[src/logic/imat_pkg.sv]
// Package for the multi-address I2C target match block.
// Assumes a single system clock and a synchronous active-high reset.
`default_nettype none
package imat_pkg;
    // Address geometry
    localparam int IMAT_ADDR_W = 10;
    localparam int IMAT_HI_W = 2;
    localparam int IMAT_LO_W = 8;
    localparam int IMAT_NUM_ADDR = 4;
    // First-byte prefix in bits 7:3
    localparam logic [4:0] IMAT_PREFIX = 5'h1E;
    // Byte assembly
    localparam logic [3:0] IMAT_BITS_PER_BYTE = 4'h8;
    localparam logic [3:0] IMAT_BIT_CNT_RST = 4'h0;
    // Controller states, one-hot
    typedef enum logic [5:0] {
        ST_IDLE = 6'h01,
        ST_ADDR1 = 6'h02,
        ST_ACK1 = 6'h04,
        ST_ADDR2 = 6'h08,
        ST_ACK2 = 6'h10,
        ST_DATA = 6'h20
    } imat_state_type;
endpackage
`default_nettype wire

[src/logic/imat_bus_cond.sv]
// Start, stop and rising-clock detection on sampled I2C lines.
// Assumes sclIn and sdaIn are already synchronous to mclk.
`default_nettype none
module imat_bus_cond
    import imat_pkg::*;
(
    // Clock and reset
    input wire logic mclk,
    input wire logic sys_rst,
    // Bus lines
    input wire logic sclIn,
    input wire logic sdaIn,
    // Detected conditions
    output logic startSeen,
    output logic stopSeen,
    output logic sclRise,
    output logic sclFall
);
    logic sclPrev_q, sclPrev_d;
    logic sdaPrev_q, sdaPrev_d;

    // Previous line levels
    always_comb begin
        sclPrev_d = sclIn;
        sdaPrev_d = sdaIn;
    end

    always_ff @(posedge mclk) begin
        if (sys_rst) begin
            sclPrev_q <= 1'b1;
            sdaPrev_q <= 1'b1;
        end else begin
            sclPrev_q <= sclPrev_d;
            sdaPrev_q <= sdaPrev_d;
        end
    end

    // Conditions from edges
    assign startSeen = sclIn && sclPrev_q && sdaPrev_q && !sdaIn;
    assign stopSeen = sclIn && sclPrev_q && !sdaPrev_q && sdaIn;
    assign sclRise = sclIn && !sclPrev_q;
    assign sclFall = !sclIn && sclPrev_q;
endmodule
`default_nettype wire

[src/logic/imat_target_match.sv]
// Address recognition for an I2C target with up to four 10-bit own addresses.
// Assumes synchronous SCL/SDA samples; SDA is open drain, driven low only.
//
// Overview of operation
// - Up to four 10-bit own addresses, each an independent target identity.
// - First byte is prefix 11110, two high address bits, then direction bit.
// - Second byte carries the low eight address bits.
// - Ack first byte when high bits equal those of any active own address (enabled, and slot 0 unless multiEn).
// - Ack second byte only when all ten bits equal one own address.
// - Never ack high bits of one address joined with low bits of another.
// - Enter data state only after a full match; never take foreign data.
`default_nettype none
module imat_target_match
    import imat_pkg::*;
#(
    parameter int NUM_ADDR = IMAT_NUM_ADDR
) (
    // Clock and reset
    input wire logic mclk,
    input wire logic sys_rst,
    // Configuration
    input wire logic multiEn,
    input wire logic [NUM_ADDR-1:0] addrEn,
    input wire logic [NUM_ADDR*IMAT_ADDR_W-1:0] ownAddr,
    // I2C pins
    input wire logic sclIn,
    input wire logic sdaIn,
    output logic sdaOut,
    output logic sdaOe,
    // Match results
    output logic addrMatched,
    output logic [NUM_ADDR-1:0] matchIdx,
    output logic readDir,
    output logic [7:0] rxData,
    output logic rxValid
);
    imat_state_type state_q, state_d;
    logic [3:0] bitCnt_q, bitCnt_d;
    logic [7:0] shift_q, shift_d;
    logic [NUM_ADDR-1:0] hiHit_q, hiHit_d;
    logic [NUM_ADDR-1:0] match_q, match_d;
    logic rw_q, rw_d;
    logic [IMAT_HI_W-1:0] addrHi_q, addrHi_d;
    logic ackDrive_q, ackDrive_d;
    logic [7:0] rxData_q, rxData_d;
    logic rxValid_q, rxValid_d;
    logic startSeen, stopSeen, sclRise, sclFall;
    logic [7:0] byteNow;
    logic [NUM_ADDR-1:0] hiNow, fullNow;
    logic [NUM_ADDR-1:0] refNow, refHeld;
    logic [IMAT_ADDR_W-1:0] ownSel;

    imat_bus_cond u_cond (
        .mclk(mclk),
        .sys_rst(sys_rst),
        .sclIn(sclIn),
        .sdaIn(sdaIn),
        .startSeen(startSeen),
        .stopSeen(stopSeen),
        .sclRise(sclRise),
        .sclFall(sclFall)
    );

    // Own address slice
    function automatic logic [IMAT_ADDR_W-1:0] ownOf(input int i,
            input logic [NUM_ADDR*IMAT_ADDR_W-1:0] all);
        ownOf = all[i*IMAT_ADDR_W +: IMAT_ADDR_W];
    endfunction

    // Slot active: enabled, and slot 0 or multi-target mode on
    function automatic logic idActive(input int i, input logic [NUM_ADDR-1:0] en,
            input logic multi);
        idActive = en[i] && (i == 0 || multi);
    endfunction

    // Byte as it completes on this rising edge
    assign byteNow = {shift_q[6:0], sdaIn};

    // Per-address compare; full match is per address, never mixed
    always_comb begin
        hiNow = '0;
        fullNow = '0;
        refNow = '0;
        refHeld = '0;
        ownSel = '0;
        for (int i = 0; i < NUM_ADDR; i++) begin
            ownSel = ownOf(i, ownAddr);
            hiNow[i] = idActive(i, addrEn, multiEn)
                && byteNow[7:3] == IMAT_PREFIX
                && byteNow[2:1] == ownSel[IMAT_ADDR_W-1 -: IMAT_HI_W];
            fullNow[i] = hiHit_q[i]
                && byteNow == ownSel[IMAT_LO_W-1:0];
            // Check reference: all ten bits against one single address
            refNow[i] = idActive(i, addrEn, multiEn) && ownSel == {addrHi_q, byteNow};
            refHeld[i] = idActive(i, addrEn, multiEn) && ownSel == {addrHi_q, shift_q};
        end
    end

    // Next-state logic
    always_comb begin
        state_d = state_q;
        bitCnt_d = bitCnt_q;
        shift_d = shift_q;
        hiHit_d = hiHit_q;
        match_d = match_q;
        rw_d = rw_q;
        addrHi_d = addrHi_q;
        ackDrive_d = ackDrive_q;
        rxData_d = rxData_q;
        rxValid_d = 1'b0;
        if (startSeen) begin
            state_d = ST_ADDR1;
            bitCnt_d = IMAT_BIT_CNT_RST;
            hiHit_d = '0;
            match_d = '0;
            ackDrive_d = 1'b0;
        end else if (stopSeen) begin
            state_d = ST_IDLE;
            match_d = '0;
            ackDrive_d = 1'b0;
        end else begin
            unique case (state_q)
                ST_IDLE: begin
                    ackDrive_d = 1'b0;
                end
                ST_ADDR1, ST_ADDR2, ST_DATA: begin
                    if (sclRise) begin
                        shift_d = byteNow;
                        bitCnt_d = bitCnt_q + 4'h1;
                        if (bitCnt_q == IMAT_BITS_PER_BYTE - 4'h1) begin
                            bitCnt_d = IMAT_BIT_CNT_RST;
                            if (state_q == ST_ADDR1) begin
                                hiHit_d = hiNow;
                                rw_d = byteNow[0];
                                addrHi_d = byteNow[2:1];
                                state_d = (|hiNow) ? ST_ACK1 : ST_IDLE;
                            end else if (state_q == ST_ADDR2) begin
                                match_d = fullNow;
                                state_d = (|fullNow) ? ST_ACK2 : ST_IDLE;
                            end else begin
                                rxData_d = byteNow;
                                rxValid_d = 1'b1;
                                state_d = ST_ACK2;
                            end
                        end
                    end
                end
                ST_ACK1, ST_ACK2: begin
                    // Drive ack from the falling edge after bit 8 to the next fall
                    if (sclFall) begin
                        if (!ackDrive_q) begin
                            ackDrive_d = 1'b1;
                        end else begin
                            ackDrive_d = 1'b0;
                            state_d = (state_q == ST_ACK1) ? ST_ADDR2 : ST_DATA;
                        end
                    end
                end
                default: begin
                    state_d = ST_IDLE;
                    ackDrive_d = 1'b0;
                end
            endcase
        end
    end

    always_ff @(posedge mclk) begin
        if (sys_rst) begin
            state_q <= ST_IDLE;
            bitCnt_q <= IMAT_BIT_CNT_RST;
            shift_q <= 8'h00;
            hiHit_q <= '0;
            match_q <= '0;
            rw_q <= 1'b0;
            addrHi_q <= '0;
            ackDrive_q <= 1'b0;
            rxData_q <= 8'h00;
            rxValid_q <= 1'b0;
        end else begin
            state_q <= state_d;
            bitCnt_q <= bitCnt_d;
            shift_q <= shift_d;
            hiHit_q <= hiHit_d;
            match_q <= match_d;
            rw_q <= rw_d;
            addrHi_q <= addrHi_d;
            ackDrive_q <= ackDrive_d;
            rxData_q <= rxData_d;
            rxValid_q <= rxValid_d;
        end
    end

    // Open-drain pin and result outputs
    assign sdaOut = 1'b0;
    assign sdaOe = ackDrive_q;
    assign addrMatched = |match_q;
    assign matchIdx = match_q;
    assign readDir = rw_q;
    assign rxData = rxData_q;
    assign rxValid = rxValid_q;

    // Checks
    a_data_needs_match: assert property (@(posedge mclk) disable iff (sys_rst)
        (state_q == ST_DATA) |-> $onehot0(match_q) && (|match_q))
        else $error("data state without full address match");
    a_rx_only_matched: assert property (@(posedge mclk) disable iff (sys_rst)
        rxValid_q |-> (|match_q))
        else $error("byte captured without match");
    a_ack2_full_match: assert property (@(posedge mclk) disable iff (sys_rst)
        (state_q == ST_ADDR2 && state_d == ST_ACK2 && !startSeen && !stopSeen)
            |-> (|refNow))
        else $error("second ack without full match");
    a_no_mixed_ack: assert property (@(posedge mclk) disable iff (sys_rst)
        (state_q == ST_ACK2 && $past(state_q) == ST_ADDR2)
            |-> (match_q & ~refHeld) == '0)
        else $error("mixed address acknowledged");
    a_ack1_prefix: assert property (@(posedge mclk) disable iff (sys_rst)
        (state_q == ST_ADDR1 && sclRise && bitCnt_q == 4'h7 && !startSeen && !stopSeen
            && byteNow[7:3] != IMAT_PREFIX) |=> state_q == ST_IDLE)
        else $error("first byte without prefix accepted");
    a_idle_released: assert property (@(posedge mclk) disable iff (sys_rst)
        (state_q == ST_IDLE) |=> !sdaOe)
        else $error("SDA driven while idle");
    a_multi_off: assert property (@(posedge mclk) disable iff (sys_rst)
        !multiEn |-> match_q[NUM_ADDR-1:1] == '0)
        else $error("secondary address matched with multi mode off");
    a_ack_one_bit: assert property (@(posedge mclk) disable iff (sys_rst)
        $rose(sdaOe) |-> (state_q == ST_ACK1 || state_q == ST_ACK2))
        else $error("ack outside ack slot");
    c_full_match: cover property (@(posedge mclk) state_q == ST_ACK2 && !rxValid_q);
    c_rx_byte: cover property (@(posedge mclk) rxValid_q);
    c_first_nack: cover property (@(posedge mclk)
        state_q == ST_ADDR1 ##1 state_q == ST_IDLE);
    c_second_nack: cover property (@(posedge mclk)
        state_q == ST_ADDR2 ##1 state_q == ST_IDLE);
endmodule
`default_nettype wire

[config.mk]
export PLATFORM = sky130hd
export DESIGN_NAME = imat_target_match
export DESIGN_NICKNAME = d
export VERILOG_FILES = /design/src/logic/imat_pkg.sv /design/src/logic/imat_bus_cond.sv /design/src/logic/imat_target_match.sv
export SDC_FILE = /design/constraint.sdc
export NUM_CORES = 1
export LEC_CHECK = 0
export BUFFER_PORTS_ARGS = -buffer_cell sky130_fd_sc_hd__buf_2
export CORE_MARGIN = 2
export CORE_UTILIZATION = 45
export CTS_CLUSTER_SIZE = 25
export DETAILED_ROUTE_END_ITERATION = 6
export HOLD_SLACK_MARGIN = 0.06
export PLACE_DENSITY = 0.71
export SLEW_MARGIN = 20
export SYNTH_ARGS = -nofsm -noshare
export SYNTH_HDL_FRONTEND = slang
export SYNTH_SLANG_ARGS = --single-unit
[constraint.sdc]
create_clock -name mclk -period 2.01 [get_ports mclk]
set_input_delay 0.1005 -clock mclk [delete_from_list [all_inputs] [get_ports mclk]]
set_output_delay 0.1005 -clock mclk [all_outputs]
set_load 0.05 [all_outputs]
# Word level (Yosys, flattened, before mapping)
# Index checks and enable logic that the tools add are counted.
[word_totals]
reg_bits = 38
in_bits = 49
output_inout_bits = 17
elab_cells = 106
[classes]
n_addsub = 1
n_eq_ne = 25
mux = 17
bitwise_logic = 8
reduce_logical = 43
[ops]
columns = ["cell", "n"]
rows = [
  ["8-bit equality test", 4],
  ["6-bit 2-to-1 mux", 5],
  ["1-bit logical AND", 22],
  ["5-bit AND reduction", 4],
  ["6-bit one-hot mux with 3 select lines", 1],
  ["4-bit inequality test (second input constant)", 4],
  ["5-bit 2-to-1 mux", 3],
  ["4-bit OR reduction", 3],
  ["2-bit equality test", 4],
  ["2-bit inequality test (second input constant)", 4],
  ["1-bit inverter", 8],
  ["7-bit AND reduction", 1],
  ["7-bit OR reduction", 1],
  ["6-bit by 1-bit equality test with 1-bit output (second input constant)", 1],
  ["6-bit by 2-bit equality test with 1-bit output (second input constant)", 1],
  ["6-bit by 3-bit equality test with 1-bit output (second input constant)", 1],
  ["6-bit by 4-bit equality test with 1-bit output (second input constant)", 1],
  ["6-bit by 5-bit equality test with 1-bit output (second input constant)", 1],
  ["6-bit equality test (second input constant)", 1],
  ["6-bit AND reduction", 1],
  ["3-bit OR reduction", 2],
  ["5-bit equality test (second input constant)", 1],
  ["4-bit by 1-bit adder with 4-bit output (second input constant)", 1],
  ["4-bit by 3-bit equality test with 1-bit output (second input constant)", 1],
  ["11 further kinds", 18],
]

# Longest topological paths before layout
# Gate-level depths: netlist of the first run.
[logic_depth]
word_depth = 11
depth_mapped = 8

# Cells and area by module
# A second synthesis of the first run with hierarchy kept.
[unflattened]
cells_unflattened = 260
hier_area_um2 = 2185.8
[modules_own_cells]
columns = ["module", "n_inst", "cells_each", "area_each_um2", "seq_area_each_um2"]
rows = [
  ["imat_target_match", 1, 252, 2100.8, 720.7],
  ["imat_bus_cond", 1, 8, 85.1, 40.0],
]

# Worst setup path after synthesis of the first run
# No wires, ideal clock.
[synth_path]
path_kind = "flip-flop to flip-flop"
startpoint = "register state_q[3]"
endpoint = "register state_q[0]"
arrival_ns = 1.685
t_required_ns = 1.888
path_slack_ns = 0.203
stages_incl_launch_ff = 7
n_path_buf = 0
synth_period_minus_slack_ns = 1.807
cell_sequence = "dfxtp_1 -> or4_1 -> nand2b_4 -> o221ai_4 -> and2b_2 -> a21oi_1 -> o21ai_0"
[synth_via]
elab_chain_len = 8
[synth_rtl]
columns = ["item", "line_no", "text"]
rows = [
  ["from (decl)", "imat_target_match.sv:37", "imat_state_type state_q, state_d;"],
  ["from (signal assigned)", "imat_target_match.sv:180", "state_q <= state_d;"],
  ["6-bit by 4-bit equality test with 1-bit output", "imat_target_match.sv:122, imat_target_match.sv:137", ""],
  ["5-bit 2-to-1 mux", "imat_target_match.sv:137", "end else if (state_q == ST_ADDR2) begin"],
  ["5-bit 2-to-1 mux", "imat_target_match.sv:132", "if (state_q == ST_ADDR1) begin"],
  ["6-bit 2-to-1 mux", "imat_target_match.sv:130", "if (bitCnt_q == IMAT_BITS_PER_BYTE - 4'h1) begin"],
  ["6-bit 2-to-1 mux", "imat_target_match.sv:127", "if (sclRise) begin"],
  ["6-bit one-hot mux with 3 select lines", "imat_target_match.sv:122", "unique case (state_q)"],
  ["2-bit 2-to-1 mux", "imat_target_match.sv:117", "end else if (stopSeen) begin"],
  ["2-bit 2-to-1 mux", "imat_target_match.sv:111", "if (startSeen) begin"],
]
# Several ways; a longest one is shown, not always the timed one. The select of a mux whose other input is x is not followed.
# A chain may end at the register's enable or synchronous reset.

# Final worst setup path of the first run
[layout_path]
startpoint = "register shift_q[2]"
endpoint = "register state_q[4]"
[layout_via]
elab_chain_len = 9
[layout_rtl]
columns = ["item", "line_no", "text"]
rows = [
  ["from (decl)", "imat_target_match.sv:39", "logic [7:0] shift_q, shift_d;"],
  ["from (signal assigned)", "imat_target_match.sv:182", "shift_q <= shift_d;"],
  ["8-bit equality test", "imat_target_match.sv:92", "&& byteNow == ownSel[IMAT_LO_W-1:0];"],
  ["1-bit logical AND", "imat_target_match.sv:92", ""],
  ["4-bit OR reduction (*)", "imat_target_match.sv:139", "state_d = (|fullNow) ? ST_ACK2 : ST_IDLE;"],
  ["5-bit 2-to-1 mux (*)", "imat_target_match.sv:139", ""],
  ["5-bit 2-to-1 mux (*)", "imat_target_match.sv:137", ""],
  ["5-bit 2-to-1 mux (*)", "imat_target_match.sv:132", ""],
  ["6-bit 2-to-1 mux (*)", "imat_target_match.sv:130", ""],
  ["6-bit 2-to-1 mux (*)", "imat_target_match.sv:127", ""],
  ["6-bit one-hot mux with 3 select lines (*)", "imat_target_match.sv:122", ""],
]
# Every way passes the cells marked *; elsewhere a longest branch is shown, timed or not. The select of a mux whose other input is x is not followed.

==> flow_metrics.py, run 1 <==
metrics = {
    "logic_synthesis": {
        "synthMuxAreaShare_pct": 4.61,
        "synth.avg_cell_area_sq_um": 8.29,
        "synth_top_family_by_area": "simple AND/OR/NAND/NOR gates",
        "synthXorXnorAreaFrac_pct": 18.1,
        "ys_seq_area_share_pct": 35.0,
        "synth_fa_ha_area_share_pct": 0.576,
        "netlist_instances": 262,
        "yosysWarnings": 0,
        "synth_area_sq_um": 2170,
        "synth-simple-area-share_pct": 26.3,
        "synth_compound_area_share_pct": 11.9,
        "synth.distinct_cells": 48,
        "syn_nets": 312,
        "ys_seq_elements": 38,
    },
    "drt": {
        "first_pass_iters": 4,
        "via_count": 2034,
        "wl_per_cell_um": 13.5,
        "drc": 0,
        "routed_wl_um": 5310,
        "postRouteAntennaNets": 0,
        "vias_per_cell": 5.19,
        "dr.first_iter.drc_count": 103,
    },
    "sta": {
        "drv_slew": 0,
        "period_minus_slack_ns": 1.91,
        "tns_ns": 0,
        "clock_skew_ns": 0.00465,
        "hold_violations": 0,
        "fmax_ghz": 0.525,
        "period_share_pct": 94.8,
        "final-setup-viol-count": 0,
    },
    "global_routing": {
        "grt_pass1_vias": 1870,
        "grt_pass1_wl_um": 8470,
        "grt-ovfl-total": 0,
        "grt_max_degree": 24,
        "antenna_found_initial": 0,
        "grt_usage_pct": 20.4,
    },
    "clocking": {
        "clock-sinks": 38,
        "cts_buffer_depth": 2,
        "clkTransAtPathRegs_ns": 0.08,
        "cts_tree": "yes",
        "clkLatencyLatePin_ns": 0.30,
        "cts_max_level": 2,
        "cts-buffers-inserted": 5,
        "root_buffer": "clkbuf_8",
    },
    "finish": {
        "final_cell_count_no_fill": 392,
        "area_growth_pct": 27.9,
        "fillers": 438,
        "multi_input_area_sq_um": 1360,
        "seq_area_sq_um": 766,
        "antenna_cells": 0,
        "nets": 387,
        "drive_gt1_share_pct": 32.5,
        "fin_util_pct": 59.2,
    },
    "worst_setup_path": {
        "endpoint_kind": "flop",
        "arrival_ns": 2.14,
        "required_ns": 2.24,
        "crit_type": "reg2reg",
        "crit_path_cell_trace": "xnor2_1, nand4_1, nor3_1, nor4_1, or3_1, a21oi_1",
        "cp_max_fo": 8,
        "start_kind": "flop",
        "cp_slowest_stage_delay_ns": 0.60,
        "reg2regPathDepth": 6,
        "slowest_stage": "dfxtp_1",
    },
    "die": {
        "die_area_sq_um": 5400,
        "die_x_um": 73.5,
        "ios": 66,
        "initial_core_util_pct": 46.3,
        "core_region_area_sq_um": 4690,
        "rows": 25,
        "die_y_um": 73.5,
    },
    "place": {
        "numPortBuffers": 64,
        "placed_cells": 381,
        "hpwl_um": 4090,
        "place.gp.congestion": 0.861,
    },
    "power_and_ir_drop": {
        "swShare_pct": 23.6,
        "share_comb_of_total_power_pct": 11.5,
        "power_mw": 1.60,
        "p_per_area_nw_per_um2": 575,
        "ir_drop_mv": 0.371,
        "switchingPower_uw": 378,
        "p_seq_share_pct": 47.8,
        "power.clock.fraction_pct": 40.7,
        "power.internal_mw": 1.22,
        "p_leak_nw": 1.08,
    },
    "run": {
        "maxCapViolCount": 0,
    },
    "status": {
        "outcome": "finished clean",
    },
    "min_path": {
        "hp-class": "in2reg",
        "min_path_cells": 2,
    },
}
-- what timing repair did --
| item | 4_1_cts | 5_1_grt |
|---|---|---|
| hold buffers | 1 | 0 |
| setup endpoints to repair | 0 | 11 |
| buffers inserted | 0 | 2 |
| gates resized for setup | 0 | 6 |
| endpoints found under the hold margin | 1 | 0 |
-- metrics by stage --
step	area (sq um)	hold slack [ns]	worst slack, ns
final	2780	0.210	0.105
after global routing	2780	0.239	-0.0113
after CTS	2750	0.208	0.0758
after detailed placement	2630	0.360	0.102
after global placement	2630	0.351	0.109
after floorplan	2170	0.172	0.203
-- flip-flops by register name, summed over array words and instances, names as in the netlist --
register	flops
hiHit_q	4
u_cond.sdaPrev_q	1
bitCnt_q	4
shift_q	7
matchIdx	4
u_cond.sclPrev_q	1
readDir	1
rxValid	1
state_q	6
sdaOe	1
rxData	8
-- power by group through the flow --
stage / combinational, mW / clock (mW) / sequential, mW
floorplan: 0.103 / 0 / 0.778
global placement: 0.178 / 0 / 0.780
CTS: 0.181 / 0.663 / 0.762
finish: 0.184 / 0.650 / 0.763
global route: 0.204 / 0.684 / 0.764
detailed placement: 0.178 / 0 / 0.780
-- final cells by class --
type	instances	share of cell area, %
clock buffer	5	2.48
clock inverter	3	1.44
inverter	2	0.270
multi-input combinational	208	48.9
sequential	38	27.6
tap	54	2.43
timing repair buffer	82	16.9
-- path summary, 6_finish.rpt --
check	from	end	slack (ns)
hold / removal	sys_rst	rxData[0]	0.21
hold reg to reg	readDir	readDir	0.47
setup / recovery	shift_q[2]	state_q[4]	0.10
setup reg to reg	shift_q[2]	state_q[4]	0.10
-- routing by layer --
layer | GRT usage, % | vias to the layer above | routed length, um | share of wire, %
li1 | - | 1039 | - | -
met1 | 28.3 | 935 | 2570 | 48
met2 | 31.5 | 52 | 2410 | 45
met3 | 4.94 | 8 | 251 | 4.7
met4 | 6.06 | 0 | 76 | 1.4
met5 | 0 | - | 0 | 0
-- cell usage in the layout, fill, tap and decap left out, types with 2 or more instances in the layout --
master,instances
buf_4,16
or4_1,3
and3_1,3
dfxtp_1,34
or3_1,2
clkbuf_8,5
nor4_1,3
nand4_1,5
nor3_1,3
clkinv_2,2
mux2i_1,10
buf_2,64
nand2b_1,3
or2_1,2
inv_1,2
nor2_1,25
or2_2,3
dfxtp_2,4
nand2_1,33
xnor2_1,42
nand3_1,10
a22oi_1,3
o21ai_0,7
nor2b_1,3
a21oi_1,20
xor2_1,2
-- Yosys cell counts (all sizes together) --
| cell type | number | area [sq um] |
|---|---|---|
| xor2 | 3 | 26.3 |
| nand2 | 34 | 130 |
| nor3 | 5 | 36.3 |
| o211ai | 2 | 20.0 |
| a21o | 1 | 8.76 |
| a31oi | 1 | 6.26 |
| nand4 | 5 | 31.3 |
| o21bai | 1 | 7.51 |
| and3b | 2 | 18.8 |
| xnor2 | 42 | 368 |
| nand2b | 4 | 32.5 |
| nand3 | 10 | 50.1 |
| nor4 | 3 | 18.8 |
| a211oi | 1 | 7.51 |
| and3 | 3 | 18.8 |
| a21oi | 21 | 109 |
| a22oi | 3 | 22.5 |
| o31a | 1 | 8.76 |
| and2b | 1 | 8.76 |
| or2 | 5 | 31.3 |
| or4b | 1 | 10.0 |
| mux2i | 10 | 100 |
| nor2b | 3 | 18.8 |
| o221ai | 1 | 26.3 |
| conb | 1 | 3.75 |
| dfxtp | 38 | 761 |
| nand3b | 1 | 7.51 |
| or3 | 2 | 12.5 |
| ha | 1 | 12.5 |
| nor3b | 1 | 7.51 |
| o21ai | 7 | 35.0 |
| o31ai | 1 | 7.51 |
| buf | 5 | 30.0 |
| nor2 | 26 | 100 |
| inv | 2 | 7.51 |
| or4 | 4 | 31.3 |
| clkbuf | 9 | 33.8 |
| and2 | 1 | 6.26 |
-- cell families (layout without fill, tap and decap cells) --
group / count (synthesis) / after routing
adder cells (fa/ha/maj): 1 / 1
XOR/XNOR: 45 / 45
buffers and inverters: 16 / 92
multiplexers: 10 / 10
flip-flops: 38 / 38
other: 1 / 1
AO/OA/AOI/OAI: 40 / 40
AND/OR/NAND/NOR: 111 / 111
-- critical path, delay by kind of cell, from the launching register on --
kind | cells | cell delay [ns]
simple gates | 4 | 0.93
flops | 1 | 0.60
xor+xnor | 1 | 0.17
compound gates | 1 | 0.15
Power figures use the tool's default switching activity.
==> run 2: changes to the inputs <==
--- a/config.mk
+++ b/config.mk
@@ -15,4 +15,5 @@
 export SLEW_MARGIN = 20
 export SYNTH_ARGS = -nofsm -noshare
 export SYNTH_HDL_FRONTEND = slang
+export SYNTH_HIERARCHICAL = 1
 export SYNTH_SLANG_ARGS = --single-unit
==> run 2 against run 1 <==
Cell area fell by 3.8%. Power fell by 7.8%. Sequential cell count unchanged. Via count shrank 1.5%. Global-route usage hardly changed. First-iteration DRC count is 34% higher.
==> flow_metrics.py, run 2 <==
metrics = {
    "die": {
        "die_y_um": 73.7,
        "ios": 66,
        "die_area_sq_um": 5430,
        "rows": 25,
        "die_x_um": 73.7,
        "initial_core_util_pct": 46.6,
        "core_region_area_sq_um": 4690,
    },
    "global_routing": {
        "grt_pass1_wl_um": 8670,
        "grt-ovfl-total": 0,
        "grt_use_met3_pct": 5.08,
        "antenna_found_initial": 0,
        "grt_usage_pct": 20.4,
        "grt_pass1_vias": 1905,
        "met2_usage_pct": 31.6,
        "grt_max_degree": 24,
        "grt_busiest_layer": "met2",
        "met1_usage_pct": 26.9,
    },
    "logic_synthesis": {
        "synth-simple-area-share_pct": 23.4,
        "synth_ff_type": "dfxtp_1",
        "syn_nets": 310,
        "synth.distinct_cells": 42,
        "synth.top_cells.by_count": "xnor2_1 (40), dfxtp_1 (38), nor2_1 (34)",
        "synth.top_cell.area_share_pct": 34.8,
        "yosysMostFrequentCell": "xnor2_1",
        "synth_edf_count": 0,
        "synthXorXnorAreaFrac_pct": 17.2,
        "synthTopCellsByArea": "dfxtp_1 (35%), xnor2_1 (16%), mux2i_1 (8.2%)",
        "synthMuxAreaShare_pct": 8.24,
        "yosysTopAreaCell": "dfxtp_1",
        "async_reset_ff_share_pct": 0,
        "netlist_instances": 260,
        "synth_fa_ha_area_share_pct": 0.572,
        "synth.avg_cell_area_sq_um": 8.41,
        "yosysWarnings": 6,
        "synth_area_sq_um": 2190,
        "ys_seq_elements": 38,
        "ys_seq_area_share_pct": 34.8,
        "synth_top_family_by_area": "simple AND/OR/NAND/NOR gates",
        "synth_compound_area_share_pct": 9.79,
    },
    "drt": {
        "via_count": 2004,
        "drc": 0,
        "wl_per_cell_um": 14.2,
        "postRouteAntennaNets": 0,
        "vias_per_cell": 5.29,
        "first_pass_iters": 4,
        "routed_wl_um": 5380,
        "dr.first_iter.drc_count": 138,
    },
    "sta": {
        "clock_skew_ns": 0.00469,
        "drv_slew": 0,
        "hold_violations": 0,
        "tns_ns": 0,
        "final-setup-viol-count": 0,
        "period_share_pct": 95.6,
        "period_minus_slack_ns": 1.92,
        "fmax_ghz": 0.521,
    },
    "clocking": {
        "clock-sinks": 38,
        "cts_tree": "yes",
        "cts_buffer_depth": 2,
        "cts_max_level": 2,
        "clkLatencyLatePin_ns": 0.29,
        "cts_setup_buffers": 0,
        "cts-buffers-inserted": 5,
        "clkTransAtPathRegs_ns": 0.08,
        "root_buffer": "clkbuf_8",
    },
    "worst_setup_path": {
        "crit_path_cell_trace": "xnor2_1, nand3_1, nor3_1, nor4_1, a2111o_1, a21oi_1",
        "reg2regPathDepth": 6,
        "crit_type": "reg2reg",
        "slowest_stage": "dfxtp_1",
        "endpoint_kind": "flop",
        "cp_slowest_stage_delay_ns": 0.55,
        "worstReg2RegStart": "shift_q[6]",
        "cp_max_fo": 7,
        "ff2ff_setup_slack_ns": 0.09,
        "r2r-end": "state_q[4]",
        "required_ns": 2.23,
        "arrival_ns": 2.15,
        "start_kind": "flop",
    },
    "finish": {
        "final_cell_mix": "buf_2 (64), xnor2_1 (40), nor2_1 (34), dfxtp_1 (34), mux2i_1 (18)",
        "final_common_cell": "buf_2",
        "largest_reg_flops": 8,
        "antenna_cells": 0,
        "area_growth_pct": 22.2,
        "nets": 374,
        "drive_gt1_share_pct": 28.9,
        "fin_util_pct": 56.9,
    },
    "place": {
        "hpwl_um": 4090,
        "place.gp.congestion": 0.855,
        "numPortBuffers": 64,
    },
    "power_and_ir_drop": {
        "ir_drop_mv": 0.248,
        "p_leak_nw": 1.15,
        "power_mw": 1.47,
        "p_per_area_nw_per_um2": 551,
    },
    "min_path": {
        "hold_path_startpoint": "sdaIn",
        "min_path_cells": 3,
        "hp-class": "in2reg",
        "hold_end": "shift_q[0]",
    },
    "status": {
        "outcome": "finished clean",
    },
    "run": {
        "maxCapViolCount": 0,
    },
}
## run 2: cell count changes in the layout (fill, tap and decap cells not counted), moves of 3 or more
cell and change:
mux2i_1 +8, nand2_1 -17, a21oi_1 -5, o21ai_0 +4, nor2_1 +9, buf_4 -5
inv_1 +3, and4b_1 +3
## run 2: metrics by stage
stage	setup slack [ns]	area, sq um	hold slack [ns]	cells
finish	0.0890	2670	0.192	379
global route	-0.0621	2670	0.206	379
CTS	0.0522	2650	0.176	379
detailed placement	0.0608	2550	0.342	370
global placement	0.0772	2550	0.335	370
floorplan	0.197	2190	0.198	260
## run 2: logic make-up (layout without fill, tap and decap cells)
| logic type | count (synthesis) | after routing |
|---|---|---|
| AO/OA/AOI/OAI | 35 | 35 |
| XOR/XNOR | 43 | 43 |
| AND/OR/NAND/NOR | 100 | 100 |
| buffers and inverters | 24 | 89 |
| flip-flops | 38 | 38 |
| adder cells (fa/ha/maj) | 1 | 1 |
| multiplexers | 18 | 18 |
| other | 1 | 1 |
## run 2: report_power, final
group / leakage [nW] / internal (mW) / switching, mW
clock network: 0.0482 / 0.277 / 0.270
logic: 0.798 / 0.0841 / 0.0812
registers: 0.309 / 0.756 / 0.00430
total: 1.15 / 1.12 / 0.355
## run 2: cell type report
type,instances,area (sq um)
fill,433,2020
multi-input combinational,198,1320
sequential,38,766
timing repair buffer,76,413
clock buffer,7,86.3
tap,54,67.6
inverter,5,18.8
clock inverter,1,5.00
## run 2: repair_timing
action                                  CTS  global route
endpoints found under the setup margin    0            14
endpoints found under the hold margin     1             0
hold buffers                              1             0
gates resized for setup                   0             8
## run 2: layer usage
metal | share of wire (%) | routed length (um) | up-vias
li1 | - | - | 1016
met1 | 46 | 2490 | 910
met2 | 47 | 2520 | 65
met3 | 5.2 | 282 | 13
met4 | 1.6 | 87 | 0
met5 | 0 | 0 | -
## run 2: worst max-delay path by stage
stage	startpoint	end	slack, ns	cells after the start
2_1_floorplan	bitCnt_q[0]	state_q[2]	0.20	7
3_3_place_gp	shift_q[5]	state_q[4]	0.08	6
3_5_place_dp	bitCnt_q[0]	state_q[0]	0.06	6
4_1_cts	shift_q[5]	state_q[4]	0.05	6
5_1_grt	shift_q[6]	state_q[4]	-0.06	6
6_report	shift_q[6]	state_q[4]	0.09	6
## run 2: worst max-delay path, delay by kind of cell (launching register included)
family                    cells  cell delay (ns)
DFF                           1             0.55
and+or+nand+nor               3             0.56
xor gates and xnor gates      1             0.17
AOI/OAI and AO/OA             2             0.56
